<file path="config.mk">
export PLATFORM = sky130hd
export DESIGN_NAME = wdt_core
export DESIGN_NICKNAME = d
export VERILOG_FILES = /design/src/inc/wdt_pkg.sv /design/src/inc/wdt_tick_if.sv /design/src/logic/wdt_prescale.sv /design/src/logic/wdt_pulse.sv /design/src/logic/wdt_core.sv
export VERILOG_INCLUDE_DIRS = /design/src /design/src/inc
export SDC_FILE = /design/constraint.sdc
export NUM_CORES = 1
export LEC_CHECK = 0
export BUFFER_PORTS_ARGS = -buffer_cell sky130_fd_sc_hd__buf_4
export CAP_MARGIN = 20
export CORE_MARGIN = 10
export CORE_UTILIZATION = 38
export DETAILED_ROUTE_END_ITERATION = 16
export PLACE_DENSITY = 0.66
export RECOVER_POWER = 50
export SYNTH_ARGS = -nofsm -noshare
export SYNTH_HDL_FRONTEND = slang
export SYNTH_SLANG_ARGS = --single-unit
</file>
<file path="constraint.sdc">
create_clock -name CLK -period 2.1 [get_ports CLK]
set_input_delay 0.315 -clock CLK [delete_from_list [all_inputs] [get_ports CLK]]
set_output_delay 0.315 -clock CLK [all_outputs]
set_load 0.05 [all_outputs]
</file>
<file path="src/inc/wdt_regs.svh">
// register indices, field positions, reset values and timing counts of the watchdog
// assumes the includer addresses registers by word index times four
`ifndef WDT_REGS_SVH
`define WDT_REGS_SVH

// register indices, byte address is index times four
`define WDT_IDX_COUNT 8'hFF
`define WDT_IDX_PWR_CTL 8'h87

// power control register fields
`define WDT_PWR_UNLOCK_BIT 4
`define WDT_PWR_PD_BIT 1
`define WDT_PWR_IDLE_BIT 0

// reset values
`define WDT_COUNT_RST 8'h00
`define WDT_PWR_RST 8'h00

// structure and timing counts
`define WDT_CNT_W 8
`define WDT_PRE_W 11
`define WDT_MC_DIV 12
`define WDT_PULSE_MC 3

`endif

</file>
<file path="src/inc/wdt_pkg.sv">
// types shared by the watchdog modules
// assumes nothing beyond a SystemVerilog elaborator
package wdt_pkg;

   // apb data word
   typedef logic [31:0] apb_word_t;

   // software visible byte
   typedef logic [7:0] reg_byte_t;

   // reset pin pulse sequencer, gray along idle, drive, done
   typedef enum logic [1:0] {
      PL_IDLE = 2'b00,
      PL_DRIVE = 2'b01,
      PL_DONE = 2'b11
   } pulse_state_t;

endpackage

</file>
<file path="src/inc/wdt_tick_if.sv">
// ticks and strobes passed between the watchdog core, prescaler and pulse stretcher
// assumes one clock and one synchronous reset for all three modules
interface wdt_tick_if (
   input wire logic clk,
   input wire logic srst
);
   logic ce;
   logic run;
   logic mc_tick;
   logic wrap_tick;
   logic fire;
   logic drive;

   modport pre (input clk, srst, ce, run, output mc_tick, wrap_tick);
   modport pulse (input clk, srst, ce, fire, output drive);
   modport core (output ce, run, fire, input mc_tick, wrap_tick, drive);
endinterface

</file>
<file path="src/logic/wdt_prescale.sv">
// machine cycle divider and prescaler ahead of the watchdog counter
// assumes ce and run come from the core on the same clock
`include "wdt_regs.svh"

module wdt_prescale #(
   parameter int MC_DIV = `WDT_MC_DIV,
   parameter int PRE_W = `WDT_PRE_W
) (
   // tick carrier
   wdt_tick_if.pre tk
);
   import wdt_pkg::*;

   localparam int DIV_W = $clog2(MC_DIV);

   if (MC_DIV < 2 || PRE_W < 1) begin : g_chk
      $error("wdt_prescale: MC_DIV must be at least 2 and PRE_W at least 1");
   end

   logic [DIV_W-1:0] div_q;
   logic [PRE_W-1:0] pre_q;

   // oscillator divided by twelve, free running even while the watchdog is off
   always_ff @(posedge tk.clk) begin
      if (tk.srst) begin
         div_q <= '0;
      end else if (tk.ce) begin
         if (div_q == DIV_W'(MC_DIV - 1)) begin
            div_q <= '0;
         end else begin
            div_q <= div_q + 1'b1;
         end
      end
   end

   assign tk.mc_tick = tk.ce & (div_q == DIV_W'(MC_DIV - 1));

   // prescaler held clear while the watchdog is off
   always_ff @(posedge tk.clk) begin
      if (tk.srst) begin
         pre_q <= '0;
      end else if (tk.ce) begin
         if (!tk.run) begin
            pre_q <= '0;
         end else if (tk.mc_tick) begin
            pre_q <= pre_q + 1'b1;
         end
      end
   end

   // one strobe per full prescaler wrap
   assign tk.wrap_tick = tk.mc_tick & tk.run & (&pre_q);

   property p_mc_div;
      @(posedge tk.clk) disable iff (tk.srst)
      tk.mc_tick |=> (div_q == '0);
   endproperty
   a_mc_div: assert property (p_mc_div) else $error("machine tick not followed by restart");

   property p_wrap;
      @(posedge tk.clk) disable iff (tk.srst)
      tk.wrap_tick |=> (pre_q == '0);
   endproperty
   a_wrap: assert property (p_wrap) else $error("prescaler did not wrap on counter tick");
endmodule

</file>
<file path="src/logic/wdt_pulse.sv">
// stretches a watchdog overflow into the reset pin pulse
// assumes fire is a one cycle strobe from the core
`include "wdt_regs.svh"

module wdt_pulse #(
   parameter int MC_DIV = `WDT_MC_DIV,
   parameter int PULSE_MC = `WDT_PULSE_MC
) (
   // tick carrier
   wdt_tick_if.pulse tk
);
   import wdt_pkg::*;

   localparam int PULSE_CYC = PULSE_MC * MC_DIV;
   localparam int N_W = $clog2(PULSE_CYC + 1);

   if (PULSE_MC < 1 || MC_DIV < 2) begin : g_chk
      $error("wdt_pulse: PULSE_MC must be at least 1 and MC_DIV at least 2");
   end

   pulse_state_t state_q;
   logic [N_W-1:0] n_q;
   logic drive_q;

   // counts oscillator periods, so the width does not depend on tick alignment
   always_ff @(posedge tk.clk) begin
      if (tk.srst) begin
         state_q <= PL_IDLE;
         n_q <= '0;
         drive_q <= 1'b0;
      end else if (tk.ce) begin
         case (state_q)
            PL_IDLE: begin
               if (tk.fire) begin
                  state_q <= PL_DRIVE;
                  n_q <= '0;
                  drive_q <= 1'b1;
               end
            end
            PL_DRIVE: begin
               if (n_q == N_W'(PULSE_CYC - 1)) begin
                  state_q <= PL_DONE;
                  drive_q <= 1'b0;
               end else begin
                  n_q <= n_q + 1'b1;
               end
            end
            PL_DONE: begin
               state_q <= PL_IDLE;
            end
            default: begin
               state_q <= PL_IDLE;
               drive_q <= 1'b0;
            end
         endcase
      end
   end

   assign tk.drive = drive_q;

   property p_pulse_len;
      @(posedge tk.clk) disable iff (tk.srst)
      $fell(drive_q) |-> $past(n_q) == N_W'(PULSE_CYC - 1);
   endproperty
   a_pulse_len: assert property (p_pulse_len) else $error("reset pin pulse has wrong width");

   property p_pulse_start;
      @(posedge tk.clk) disable iff (tk.srst)
      $rose(drive_q) |-> $past(tk.fire);
   endproperty
   a_pulse_start: assert property (p_pulse_start) else $error("reset pin pulse without overflow");
endmodule

</file>
<file path="src/logic/wdt_core.sv">
// watchdog core: apb register slave, reload lock, counter and overflow reset
// assumes apb signals and the enable pin are synchronous to CLK
//
// Function
// 8-bit counter fed by 11-bit prescaler
// prescaler steps at oscillator over twelve
// counter steps once per prescaler wrap
// overflow gives short internal chip reset
// overflow drives three machine cycle pin pulse
// low enable pin turns watchdog on
// software cannot stop an enabled watchdog
// software reloads before the interval elapses
// reload needs unlock flag set first
// loading the counter clears unlock flag
// counter writes ignored while flag clear
// counter counts up from reload value
// watchdog keeps running in idle mode
// power-down bit blocked, reads zero when enabled
// high enable pin means no overflow reset
// counter at index FF, power control 87
// software sets unlock at scattered places
// chip reset clears flag, prescaler, counter
//
// Our own choice: register access over APB.
`include "wdt_regs.svh"

module wdt_core #(
   parameter int CNT_W = `WDT_CNT_W,
   parameter int PRE_W = `WDT_PRE_W,
   parameter int MC_DIV = `WDT_MC_DIV,
   parameter int PULSE_MC = `WDT_PULSE_MC,
   parameter int ADDR_W = 12
) (
   // clock, reset, clock enable
   input wire logic CLK,
   input wire logic SRST,
   input wire logic CE,
   // apb slave
   input wire logic PSEL,
   input wire logic PENABLE,
   input wire logic PWRITE,
   input wire logic [ADDR_W-1:0] PADDR,
   input wire wdt_pkg::apb_word_t PWDATA,
   input wire logic [3:0] PSTRB,
   output wdt_pkg::apb_word_t PRDATA,
   output logic PREADY,
   output logic PSLVERR,
   // watchdog enable pin, active low
   input wire logic WATCHDOG_ENABLE_PIN_N,
   // reset pin drive, active high pulse
   output logic RST_PIN_O,
   output logic RST_PIN_OE,
   // chip side
   output logic CHIP_RST,
   output logic IDLE_REQ,
   output logic PDOWN_REQ
);
   import wdt_pkg::*;

   if (CNT_W < 1 || CNT_W > 8 || ADDR_W < 10 || ADDR_W > 32) begin : g_chk
      $error("wdt_core: CNT_W must be 1..8 and ADDR_W 10..32");
   end

   // byte addresses are four times the register index
   localparam logic [ADDR_W-1:0] ADDR_COUNT = ADDR_W'({`WDT_IDX_COUNT, 2'b00});
   localparam logic [ADDR_W-1:0] ADDR_PWR = ADDR_W'({`WDT_IDX_PWR_CTL, 2'b00});
   localparam logic [CNT_W-1:0] COUNT_RST = CNT_W'(`WDT_COUNT_RST);
   localparam reg_byte_t PWR_RST = `WDT_PWR_RST;

   wdt_tick_if tick (
      .clk(CLK),
      .srst(SRST)
   );

   logic enabled;
   logic access;
   logic setup;
   logic hit_count;
   logic hit_pwr;
   logic mapped;
   logic wr_en;
   logic load_count;
   logic overflow;
   logic [CNT_W-1:0] count_q;
   logic unlock_q;
   logic pd_q;
   logic idle_q;
   logic chip_rst_q;
   reg_byte_t pwr_rd;
   reg_byte_t rdata_d;
   apb_word_t prdata_q;

   // enable pin is the only way in or out of watchdog operation
   assign enabled = ~WATCHDOG_ENABLE_PIN_N;

   // apb decode; the slave never inserts wait states but honours the freeze
   assign setup = PSEL & ~PENABLE;
   assign access = PSEL & PENABLE;
   assign hit_count = PADDR == ADDR_COUNT;
   assign hit_pwr = PADDR == ADDR_PWR;
   assign mapped = hit_count | hit_pwr;
   assign wr_en = CE & access & PWRITE & PSTRB[0] & mapped;
   assign PREADY = CE;
   assign PSLVERR = access & ~mapped;

   // a counter write only lands while the unlock flag is up
   assign load_count = wr_en & hit_count & unlock_q;

   // reload wins over an overflow in the same cycle, avoiding a needless chip reset
   assign overflow = enabled & tick.wrap_tick & (&count_q) & ~load_count;

   // prescaler runs whenever enabled, idle does not gate it
   assign tick.ce = CE;
   assign tick.run = enabled;
   assign tick.fire = overflow;

   wdt_prescale #(
      .MC_DIV(MC_DIV),
      .PRE_W(PRE_W)
   ) u_prescale (
      .tk(tick.pre)
   );

   wdt_pulse #(
      .MC_DIV(MC_DIV),
      .PULSE_MC(PULSE_MC)
   ) u_pulse (
      .tk(tick.pulse)
   );

   // watchdog counter, an up counter so a small reload gives a long interval
   always_ff @(posedge CLK) begin
      if (SRST) begin
         count_q <= COUNT_RST;
      end else if (CE) begin
         if (load_count) begin
            count_q <= PWDATA[CNT_W-1:0];
         end else if (tick.wrap_tick) begin
            count_q <= count_q + 1'b1;
         end
      end
   end

   // unlock flag: set by software, dropped by hardware once the counter loads
   always_ff @(posedge CLK) begin
      if (SRST) begin
         unlock_q <= PWR_RST[`WDT_PWR_UNLOCK_BIT];
      end else if (CE) begin
         if (wr_en & hit_pwr) begin
            unlock_q <= PWDATA[`WDT_PWR_UNLOCK_BIT];
         end else if (load_count) begin
            unlock_q <= 1'b0;
         end
      end
   end

   // power-down request cannot be raised while the watchdog is on
   always_ff @(posedge CLK) begin
      if (SRST) begin
         pd_q <= PWR_RST[`WDT_PWR_PD_BIT];
      end else if (CE) begin
         if (wr_en & hit_pwr) begin
            pd_q <= PWDATA[`WDT_PWR_PD_BIT] & ~enabled;
         end else if (enabled) begin
            pd_q <= 1'b0;
         end
      end
   end

   // idle request, passed to the chip; the watchdog ignores it
   always_ff @(posedge CLK) begin
      if (SRST) begin
         idle_q <= PWR_RST[`WDT_PWR_IDLE_BIT];
      end else if (CE) begin
         if (wr_en & hit_pwr) begin
            idle_q <= PWDATA[`WDT_PWR_IDLE_BIT];
         end
      end
   end

   // one cycle internal reset strobe; do not loop it straight into SRST here
   always_ff @(posedge CLK) begin
      if (SRST) begin
         chip_rst_q <= 1'b0;
      end else if (CE) begin
         chip_rst_q <= overflow;
      end
   end

   // power control readback, unused bits read zero
   always_comb begin
      pwr_rd = '0;
      pwr_rd[`WDT_PWR_UNLOCK_BIT] = unlock_q;
      pwr_rd[`WDT_PWR_PD_BIT] = pd_q;
      pwr_rd[`WDT_PWR_IDLE_BIT] = idle_q;
   end

   // read mux
   always_comb begin
      rdata_d = '0;
      if (hit_count) begin
         rdata_d = reg_byte_t'(count_q);
      end else if (hit_pwr) begin
         rdata_d = pwr_rd;
      end
   end

   // read data caught in the setup cycle so PRDATA is a flop during access
   always_ff @(posedge CLK) begin
      if (SRST) begin
         prdata_q <= '0;
      end else if (CE && setup && !PWRITE) begin
         prdata_q <= {24'h000000, rdata_d};
      end
   end

   assign PRDATA = prdata_q;
   assign RST_PIN_O = tick.drive;
   assign RST_PIN_OE = tick.drive;
   assign CHIP_RST = chip_rst_q;
   assign IDLE_REQ = idle_q;
   assign PDOWN_REQ = pd_q;

   property p_load;
      @(posedge CLK) disable iff (SRST)
      load_count |=> (count_q == $past(PWDATA[CNT_W-1:0])) && !unlock_q;
   endproperty
   a_load: assert property (p_load) else $error("unlocked reload not taken");

   property p_locked;
      @(posedge CLK) disable iff (SRST)
      (wr_en && hit_count && !unlock_q && !tick.wrap_tick) |=> $stable(count_q);
   endproperty
   a_locked: assert property (p_locked) else $error("locked counter write changed count");

   property p_unlock_set;
      @(posedge CLK) disable iff (SRST)
      (wr_en && hit_pwr) |=> unlock_q == $past(PWDATA[`WDT_PWR_UNLOCK_BIT]);
   endproperty
   a_unlock_set: assert property (p_unlock_set) else $error("unlock flag write lost");

   property p_pd_blocked;
      @(posedge CLK) disable iff (SRST)
      (CE && enabled) |=> !pd_q && !PDOWN_REQ;
   endproperty
   a_pd_blocked: assert property (p_pd_blocked) else $error("power-down set while enabled");

   property p_no_fire_off;
      @(posedge CLK) disable iff (SRST)
      (CE && !enabled) |=> !CHIP_RST;
   endproperty
   a_no_fire_off: assert property (p_no_fire_off) else $error("reset while watchdog off");

   property p_ovf;
      @(posedge CLK) disable iff (SRST)
      (CE && enabled && tick.wrap_tick && (&count_q) && !load_count)
         |=> CHIP_RST && (count_q == '0) ##1 RST_PIN_OE;
   endproperty
   a_ovf: assert property (p_ovf) else $error("overflow did not reset chip");

   property p_count_up;
      @(posedge CLK) disable iff (SRST)
      (CE && tick.wrap_tick && !load_count) |=> count_q == CNT_W'($past(count_q) + 1'b1);
   endproperty
   a_count_up: assert property (p_count_up) else $error("counter did not step up");

   property p_idle_runs;
      @(posedge CLK) disable iff (SRST)
      (CE && enabled && idle_q && tick.mc_tick && !load_count && (&count_q) && tick.wrap_tick)
         |=> CHIP_RST;
   endproperty
   a_idle_runs: assert property (p_idle_runs) else $error("watchdog stalled in idle");

   property p_slverr;
      @(posedge CLK) disable iff (SRST)
      (access && !mapped) |-> PSLVERR && PREADY == CE;
   endproperty
   a_slverr: assert property (p_slverr) else $error("unmapped access not flagged");
endmodule

</file>
== Word level (Yosys, flattened, before mapping) ==
Cells that the tools add are included.

* Output and inout port bits: 39
* Input bits: 55
* Register bits: 44

* Eq/ne operators: 10
* $add $sub $neg: 4
* Bitwise gates (word level): 23
* Reductions and logical operators: 18
* Muxes and demuxes: 20

{| class="wikitable"
|+ Operators by type and width
! operator !! count
|-
| 12-bit by 10-bit equality test with 1-bit output, second input constant || 2
|-
| 8-bit two-way mux || 3
|-
| 11-bit two-way mux || 2
|-
| 1-bit bitwise AND || 17
|-
| 6-bit two-way mux || 2
|-
| 6-bit one-hot mux with 2 select lines || 1
|-
| 11-bit by 1-bit adder with 11-bit output, second input constant || 1
|-
| 11-bit AND reduction || 1
|-
| 2-bit AND reduction || 5
|-
| 8-bit by 1-bit adder with 8-bit output, second input constant || 1
|-
| 4-bit AND reduction || 2
|-
| 8-bit AND reduction || 1
|-
| 2-bit nonzero test || 4
|-
| 6-bit by 1-bit adder with 6-bit output, second input constant || 1
|-
| 6-bit equality test, second input constant || 1
|-
| 1-bit two-way mux || 6
|-
| 5-bit two-way mux || 1
|-
| 1-bit NOT || 5
|-
| 4-bit by 1-bit adder with 4-bit output, second input constant || 1
|-
| 4-bit equality test, second input constant || 1
|-
| 2-bit two-way mux || 2
|-
| 4-bit two-way mux || 1
|-
| 2-bit by 1-bit != test with 1-bit output, second input constant || 2
|-
| 2-bit != test, second input constant || 2
|-
| 9 further kinds || 10
|}

== Logic depth before layout (Yosys ltp) ==
Gate-level depths: netlist (run 1).

* Depth in word-level cells: 11
* Gate-level depth with buffers: 6
* Mapped depth without buffers: 5

== By module ==
Synthesis (run 1) repeated with hierarchy kept, for this count alone.

* Cells, all modules: 300
* Area, all modules: 2563.7 um2

{| class="wikitable"
|+ By module, submodules not included
! module !! cells an instance !! area each (um2) !! times used !! seq. area each (um2)
|-
| wdt_core || 152 || 1278.7 || 1 || 400.4
|-
| wdt_prescale || 91 || 798.3 || 1 || 300.3
|-
| wdt_pulse || 57 || 486.7 || 1 || 180.2
|}

== Worst setup path after synthesis (run 1) ==
Ideal clock, no wire load.

* Path kind: register -> register
* Start point: reg u_prescale.pre_q[0]
* End point: reg count_q[6]
* Path buffers: 1
* Arrival time: 2024 ps
* Setup slack: 1 ps
* Data required time: 2026 ps
* Clock period less this slack: 2099 ps
* Library setup time: 74 ps
* Cell stages (with the launch flop): 7
* Path through: dfxtp_1 ha_1 nand4_2 or4_1 buf_2 or4_1 a31oi_1

* Cells in the longest elaborated chain, start to end: 4

{| class="wikitable"
|+ RTL lines
! item !! RTL line !! RTL
|-
| from (decl) || wdt_prescale.sv:21 || <nowiki>logic [PRE_W-1:0] pre_q;</nowiki>
|-
| from (signal assigned) || wdt_prescale.sv:46 || <nowiki>pre_q <= pre_q + 1'b1;</nowiki>
|-
| 11-bit AND reduction || wdt_prescale.sv:52 || <nowiki>assign tk.wrap_tick = tk.mc_tick & tk.run & (&pre_q);</nowiki>
|-
| 1-bit bitwise AND || wdt_prescale.sv:52 ||
|-
| 2-bit nonzero test (no source line) || -- ||
|-
| 2-bit AND reduction (no source line) || -- ||
|-
| to (signal assigned) || wdt_core.sv:137 || <nowiki>count_q <= PWDATA[CNT_W-1:0];</nowiki>
|-
| to (signal assigned) || wdt_core.sv:139 || <nowiki>count_q <= count_q + 1'b1;</nowiki>
|-
| to (decl) || wdt_core.sv:84 || <nowiki>logic [CNT_W-1:0] count_q;</nowiki>
|}

Every way passes these cells.
A chain may end at the register's enable or synchronous reset.

== Worst setup path in the final report (run 1) ==
* Start point: reg u_prescale.pre_q[1]
* End point: reg count_q[6]

Same word-level chain as after synthesis.

==> run metrics, run 1 <==
status=finished, final reports clean; Clock Skews=just under 0.005 ns; Seq cells post-synth=44; core area=6720 µm²; Worst-Margin Slew=0.642 ns; grt total ovfl=0; Mapped Area=around 2600 µm²; CTS Buf Count=5; Cell Pwr Density=~520 nW/µm²; largest cells by area after synthesis=dfxtp_1 34%, buf_4 7.5%, nand2_1 3.8%; CP Class=reg -> reg; multi-input logic area=roughly 1500 µm²; DR iter-0 viols=between 100 and 150; fraction of registers with async set/reset=0%; final hold vios=0; Seq/Total Area, Yosys=between 30% and 40%; layout cells sized above 1=around 17%; Starting Density=roughly two fifths; largest net degree at the start of global routing=20; fill count=a little under 700; fin. max-slew vios=0; reg2reg end=count_q[6]; Max IR drop VDD=between 0.2 and 0.3 mV; Setup Viol. Count Final=0; die area=about 11000 µm²; critical path's slowest cell=or4_4; prevailing post-synth register cell=dfxtp_1; WP buf/inv=0; yosys warns=0; die span in x=around 100 µm; Pre-antenna DRT Iters=4; CP top delay family=simple AND/OR/NAND/NOR gates; antenna-violating nets left=0; antenna cells=0; detailed placement HPWL=roughly 5100 µm; Synth Instances=317; CP Max Fanout=3; CP cell instances=ha_1, nand4_2, or4_4, or4_1, a31oi_1; highest clock rate=a little over 0.5 GHz; Crit path required time=2.32 ns; GRT Util Overall=between 10% and 20%; CTS tree=yes; HP Class=in -> reg; Synth cell types=58; pre-CTS WS=just over 0.06 ns; CTS Sinks=44; area grow syn2layout=17.8%; Clock Path Buffers=2; num ports=94; Residual DRC=0; Via density=~5.6; register area=slightly below 900 µm²; Worst R2R Setup Slack=~0.11 ns; Reg clk slew, reported paths=0.08 ns; RePlAce Congestion=0.943; share of the clock period used by the worst path=between 90% and 100%; worst reg2reg path startpoint=u_prescale.pre_q[1]; Setup crit end kind=flop; Data arrival, critical path=between 2 and 2.5 ns; most frequent cell after synthesis=dfxtp_1; global-route wire length before repair=11000 µm; routed via count=between 2000 and 3000; Clk Latency, worst-skew pair=around 0.29 ns; Die Ht=103 µm; critical path startpoint category=flop; wire length per cell=around 15 µm; Port Buffers=42; Post-Syn Area per Cell=~8.2 µm²; Nets=430; post-synth top area share=~34%; number of synthesized flops with an enable pin=0; largest area contributor in the netlist=dfxtp_1; setup TNS=0 ns; vias in the first global route=between 2000 and 2500; drt total wl=roughly 6600 µm; critical hold path startpoint=PWDATA[4]; Max Cap Violations=0; Hold Path Cell Cnt=3; RSZ-0062 raised after global routing=false; CP max stage delay=around 0.57 ns; Root Buffer Master=clkbuf_8; Rows=30; worst setup margin=0.113 ns; Rel. slew slack=around 57%; hold path endpoint=unlock_q; fin crit period=1.99 ns; H-Tree Depth=2; Post-synth top cells=44 x dfxtp_1, 26 x buf_4, 26 x nand2_1, 19 x a21oi_1, 16 x nor2_1; worst r2r path cells=5; number of antenna violations at the first check in global routing=0; Pleak=between 1 and 1.5 nW
-- layout make-up --
class	count	area share, %
Clock buffer	8	2.94
Inverter	4	0.491
Multi-Input combinational cell	249	50.1
Sequential cell	44	28.9
Tap cell	80	3.27
Timing Repair Buffer	67	14.3
-- through the flow --
step | total power [mW] | instances | hold slack, ns | area (µm²) | util, %
after floorplan | 1.04 | 340 | 0.458 | 2680 | -
after global placement | 1.08 | 444 | 0.482 | 3040 | 45.2
after detailed placement | 1.08 | 444 | 0.486 | 3040 | 45.2
after CTS | 1.64 | 452 | 0.262 | 3130 | 46.6
after global routing | 1.68 | 452 | 0.273 | 3060 | 45.5
final | 1.60 | 452 | 0.269 | 3060 | 45.5
-- layer usage --
metal | wire (µm) | global-route usage (%) | vias up
li1 | - | - | 1255
met1 | 2810 | 15.8 | 1174
met2 | 3170 | 20.5 | 82
met3 | 536 | 3.75 | 10
met4 | 136 | 4.01 | 0
met5 | 0 | 0 | -
-- flip-flops by register name (all words and copies together) (netlist names) --
register and cells:
count_q 8, u_pulse.tk.drive 1, u_pulse.n_q 6, PRDATA 8
unlock_q 1, u_prescale.div_q 4, u_prescale.pre_q 11, CHIP_RST 1
IDLE_REQ 1, u_pulse.state_q 2, PDOWN_REQ 1
-- cells by family after synthesis --
family,after synthesis,synth area share (%)
and+or+nand+nor,121,26.9
AOI/OAI and AO/OA,95,24.6
buffers and inverters,47,10.6
DFF,44,33.9
adders and majority gates,4,1.93
muxes,4,1.59
other,1,0.144
xor gates and xnor gates,1,0.337
-- worst min-delay path: cells and delay by family --
| family | cells | cell delay (ns) |
|---|---|---|
| buffers and inverters | 1 | 0.08 |
| AOI/OAI and AO/OA | 1 | 0.07 |
| and+or+nand+nor | 1 | 0.06 |
-- placed cells by master, fill, tap and decap left out, drive strengths merged, types with 5 or more instances in the layout --
cell type,Yosys,final
buf,32,46
dfxtp,44,44
clkbuf,11,29
nand2,26,26
conb,1,24
a21oi,19,19
nor2,16,16
o21ai,15,15
nand4,13,13
a22oi,12,12
nand3,10,10
o31ai,10,10
a31oi,9,9
a211oi,7,7
nor4,7,7
nand2b,7,7
and2,7,7
and3,5,5
-- power by group --
part           internal, mW  switching, mW  total [mW]
clock network         0.269          0.278       0.547
registers             0.837        0.00322       0.840
logic                0.0577          0.160       0.218
total                  1.16          0.442        1.60
-- worst max path at each step --
stage,start,to,slack [ns],depth (start not counted)
after detailed placement,u_prescale.div_q[0],count_q[6],0.06,5
after floorplan,u_prescale.pre_q[0],count_q[6],0.001,6
after global placement,u_prescale.div_q[0],count_q[6],0.10,5
after CTS,u_prescale.div_q[0],count_q[6],0.03,5
after global routing,u_prescale.pre_q[1],count_q[4],0.02,6
final,u_prescale.pre_q[1],count_q[6],0.11,5
-- what timing repair did --
item                                   4_1_cts  5_1_grt
resized for setup                            0        5
setup endpoints to repair                    0        4
hold buffers                                 0        0
endpoints found under the hold margin        0        0
setup buffers                                0        0
(Power assumes the default switching activity.)
==> run 2, diff against run 1 <==
--- a/config.mk
+++ b/config.mk
@@ -11,8 +11,8 @@
 export CORE_MARGIN = 10
 export CORE_UTILIZATION = 38
 export DETAILED_ROUTE_END_ITERATION = 16
-export PLACE_DENSITY = 0.66
 export RECOVER_POWER = 50
 export SYNTH_ARGS = -nofsm -noshare
 export SYNTH_HDL_FRONTEND = slang
+export SYNTH_HIERARCHICAL = 1
 export SYNTH_SLANG_ARGS = --single-unit
==> constraint.sdc (replaced) <==
create_clock -name CLK -period 2.3 [get_ports CLK]
set_input_delay 0.345 -clock CLK [delete_from_list [all_inputs] [get_ports CLK]]
set_output_delay 0.345 -clock CLK [all_outputs]
set_load 0.05 [all_outputs]
==> run 2 against run 1 <==
Net effect: the flow now finishes with violations (setup timing); worst hold slack improved by 0.030 ns; via count decreased by 9.4%; design area is 4.0% higher; utilization increased by 3.8 points; area after synthesis shrank 1.3%; non-clock buffer count rose by 3.
==> run metrics, run 2 <==
status=complete, but fails checks; failing checks=setup timing; Compound-Gate Fraction of Synth Area=19.0% (-5.6 points); drt total wl=6530 µm (-1.8%); Post-Syn Area per Cell=8.55 µm² (+4.3%); RePlAce Congestion=0.789 (-16%); Crit path required time=2.54 ns (+0.22 ns); DR iter-0 viols=94 (-32%); post-synthesis mux area share=0.781% (-0.81 points); H-Tree Depth=2 (unchanged); largest family of logic cells by synthesized area=simple AND/OR/NAND/NOR gates; num ports=94 (unchanged); Clock Path Buffers=2 (unchanged); leading cell types in the layout, fill and taps excluded=70 x buf_4, 42 x dfxtp_1, 24 x conb_1, 21 x a21oi_1, 19 x nor2_1; Setup Viol. Count Final=3 (+3); yosys warns=6 (+6); share of the clock period used by the worst path=102% (+7.7 points); max FFs per register=11 (unchanged); final instance area=3180 µm² (+4.0%); vias in the first global route=2211 (-4.9%); Seq/Total Area, Yosys=34.4% (+0.45 points); number of synthesized flops with an enable pin=0 (unchanged); antenna cells=0 (unchanged); die span in x=102 µm (-0.53%); Clock Skews=0.00852 ns (+0.00371 ns); CP max stage delay=0.56 ns (about the same); pre-CTS WS=-0.155 ns (-0.215 ns); Max IR drop VDD=0.300 mV (+0.86%); post-synth top area share=34.4% (+0.45 points); Synth cell types=64 (+10%); final hold vios=0 (unchanged); Pre-antenna DRT Iters=4 (unchanged); post-synthesis simple-gate area fraction=28.1% (+1.2 points); highest clock rate=0.425 GHz (-16%); GR Util met2=21.7% (+1.2 points); largest cells by area after synthesis=dfxtp_1 34%, buf_4 8.2%, a21oi_1 4.5%; grt total ovfl=0 (unchanged); GRT Util Overall=12.0% (-0.65 points); number of antenna violations at the first check in global routing=0 (unchanged); Via density=5.22 (-6.3%); antenna-violating nets left=0 (unchanged); die area=10400 µm² (-1.0%); CP Class=reg -> reg; area grow syn2layout=24.2%; Root Buffer Master=clkbuf_8; met3 Resource Use GR=3.51% (-0.24 points); GRT met1 Usage=13.4% (-2.5 points); Mapped Area=2560 µm² (-1.3%); Pleak=1.24 nW (+8.8%); Worst R2R Setup Slack=-0.05 ns (-0.17 ns); HP Class=in -> reg; CTS Buf Count=5 (unchanged); CP Max Fanout=6 (+3); Rel. slew slack=51.4% (-5.5 points); Synth Instances=300 (-5.4%); Post-synth top cells=44 x dfxtp_1, 28 x buf_4, 23 x a21oi_1, 20 x nor2_1, 20 x nor3_1; layout cells sized above 1=30.8% (+13 points); global-route wire length before repair=10300 µm (-5.8%); prevailing post-synth register cell=dfxtp_1; Port Buffers=42 (unchanged); CTS Sinks=44 (unchanged); Cell Pwr Density=518 nW/µm² (-1.3%); Post-Synth Adder-Cell Area=1.95% (+0.025 points); worst setup margin=-0.0542 ns (-0.167 ns); largest net degree at the start of global routing=46 (+130%); fin crit period=2.35 ns (+0.367 ns); detailed placement HPWL=4820 µm (-5.1%); most crowded layer after global routing=met2; Worst-Margin Slew=0.723 ns (+0.0807 ns); largest area contributor in the netlist=dfxtp_1; xor/xnor share of the synthesized area=3.42% (+3.1 points); placement-stage cell area=3020 µm² (-0.66%); most frequent cell after synthesis=dfxtp_1; Nets=418 (-2.8%); core area=6460 µm² (-3.9%); CP cell instances=ha_4, and4b_2, nand2_4, nor4_4, nand4_1, a2111oi_4, o21ai_4, or4_4, a21oi_2; commonest non-fill, non-tap cell in the layout=buf_4; Data arrival, critical path=2.59 ns (+0.38 ns); Top reg by flops=u_prescale/pre_q; Reg clk slew, reported paths=0.09 ns (about the same); fraction of registers with async set/reset=0% (unchanged); Setup crit end kind=flop; Seq cells post-synth=44 (unchanged); fin. max-slew vios=0 (unchanged); RSZ-0062 raised after global routing=true; wire length per cell=14.9 µm (+1.6%); Residual DRC=0 (unchanged); Rows=29 (-3.3%); routed via count=2283 (-9.4%); Starting Density=39.7% (+1.0 points); Max Cap Violations=0 (unchanged); critical path's slowest cell=or4_4; CTS tree=yes; critical path startpoint category=flop; Clk Latency, worst-skew pair=0.30 ns (about the same); Die Ht=102 µm (-0.53%)
## run 2: metal layers
| metal | wire length [µm] | up-vias |
|---|---|---|
| li1 | - | 1166 |
| met1 | 2770 | 1061 |
| met2 | 3250 | 45 |
| met3 | 409 | 11 |
| met4 | 103 | 0 |
| met5 | 0 | - |
## run 2: critical path, delay by kind of cell (launching register included)
family	cells	cell delay [ns]
simple gates	5	1.22
compound gates	3	0.59
flops	1	0.36
fa+ha+maj	1	0.13
## run 2: final timing paths
| check | from | endpoint | depth (start not counted) |
|---|---|---|---|
| hold / removal | PWDATA[4] | unlock_q | 3 |
| setup / recovery | u_prescale/div_q[1] | u_pulse/n_q[2] | 9 |
| hold reg to reg | PRDATA[6] | PRDATA[6] | 2 |
| setup reg to reg | u_prescale/div_q[1] | u_pulse/n_q[2] | 9 |
## run 2: kinds of logic (layout without fill, tap and decap cells)
| family | Yosys count | after routing |
|---|---|---|
| AND/OR/NAND/NOR | 122 | 122 |
| AO/OA/AOI/OAI | 69 | 69 |
| buffers and inverters | 48 | 85 |
| flip-flops | 44 | 44 |
| XOR/XNOR | 10 | 10 |
| adder cells (fa/ha/maj) | 4 | 4 |
| multiplexers | 2 | 2 |
| other | 1 | 24 |
## run 2: area by class of cell
cell class | count | area, µm²
well taps | 77 | 96.3
multi-input cells | 231 | 1530
clock buffers | 7 | 96.3
clock inverters | 1 | 30.0
inverters | 7 | 26.3
fillers | 677 | 3270
repair buffers | 70 | 526
flip-flops and latches | 44 | 883
## run 2: power by group
group | total, mW | internal (mW) | leakage (nW) | switching (mW)
Sequential | 0.772 | 0.767 | 0.356 | 0.00421
Clock | 0.661 | 0.384 | 0.0645 | 0.277
Combinational | 0.216 | 0.0598 | 0.816 | 0.156
Total | 1.65 | 1.21 | 1.24 | 0.437
## run 2: through the flow
step | TNS (ns) | total power [mW] | cells | hold slack, ns | utilization, %
2_1_floorplan | -0.462 | 0.973 | 323 | 0.464 | -
3_3_place_gp | -0.587 | 1.00 | 427 | 0.442 | 46.7
3_5_place_dp | -0.620 | 1.00 | 427 | 0.448 | 46.7
4_1_cts | -0.131 | 1.67 | 435 | 0.301 | 48.8
5_1_grt | -1.15 | 1.71 | 437 | 0.305 | 49.3
6_report | -0.108 | 1.65 | 437 | 0.299 | 49.3
## run 2: repair_timing
action,4_1_cts,5_1_grt
gates resized for setup,2,5
endpoints found under the hold margin,0,0
endpoints found under the setup margin,7,7
hold buffers,0,0
pin swaps,4,6
buffers inserted,0,2
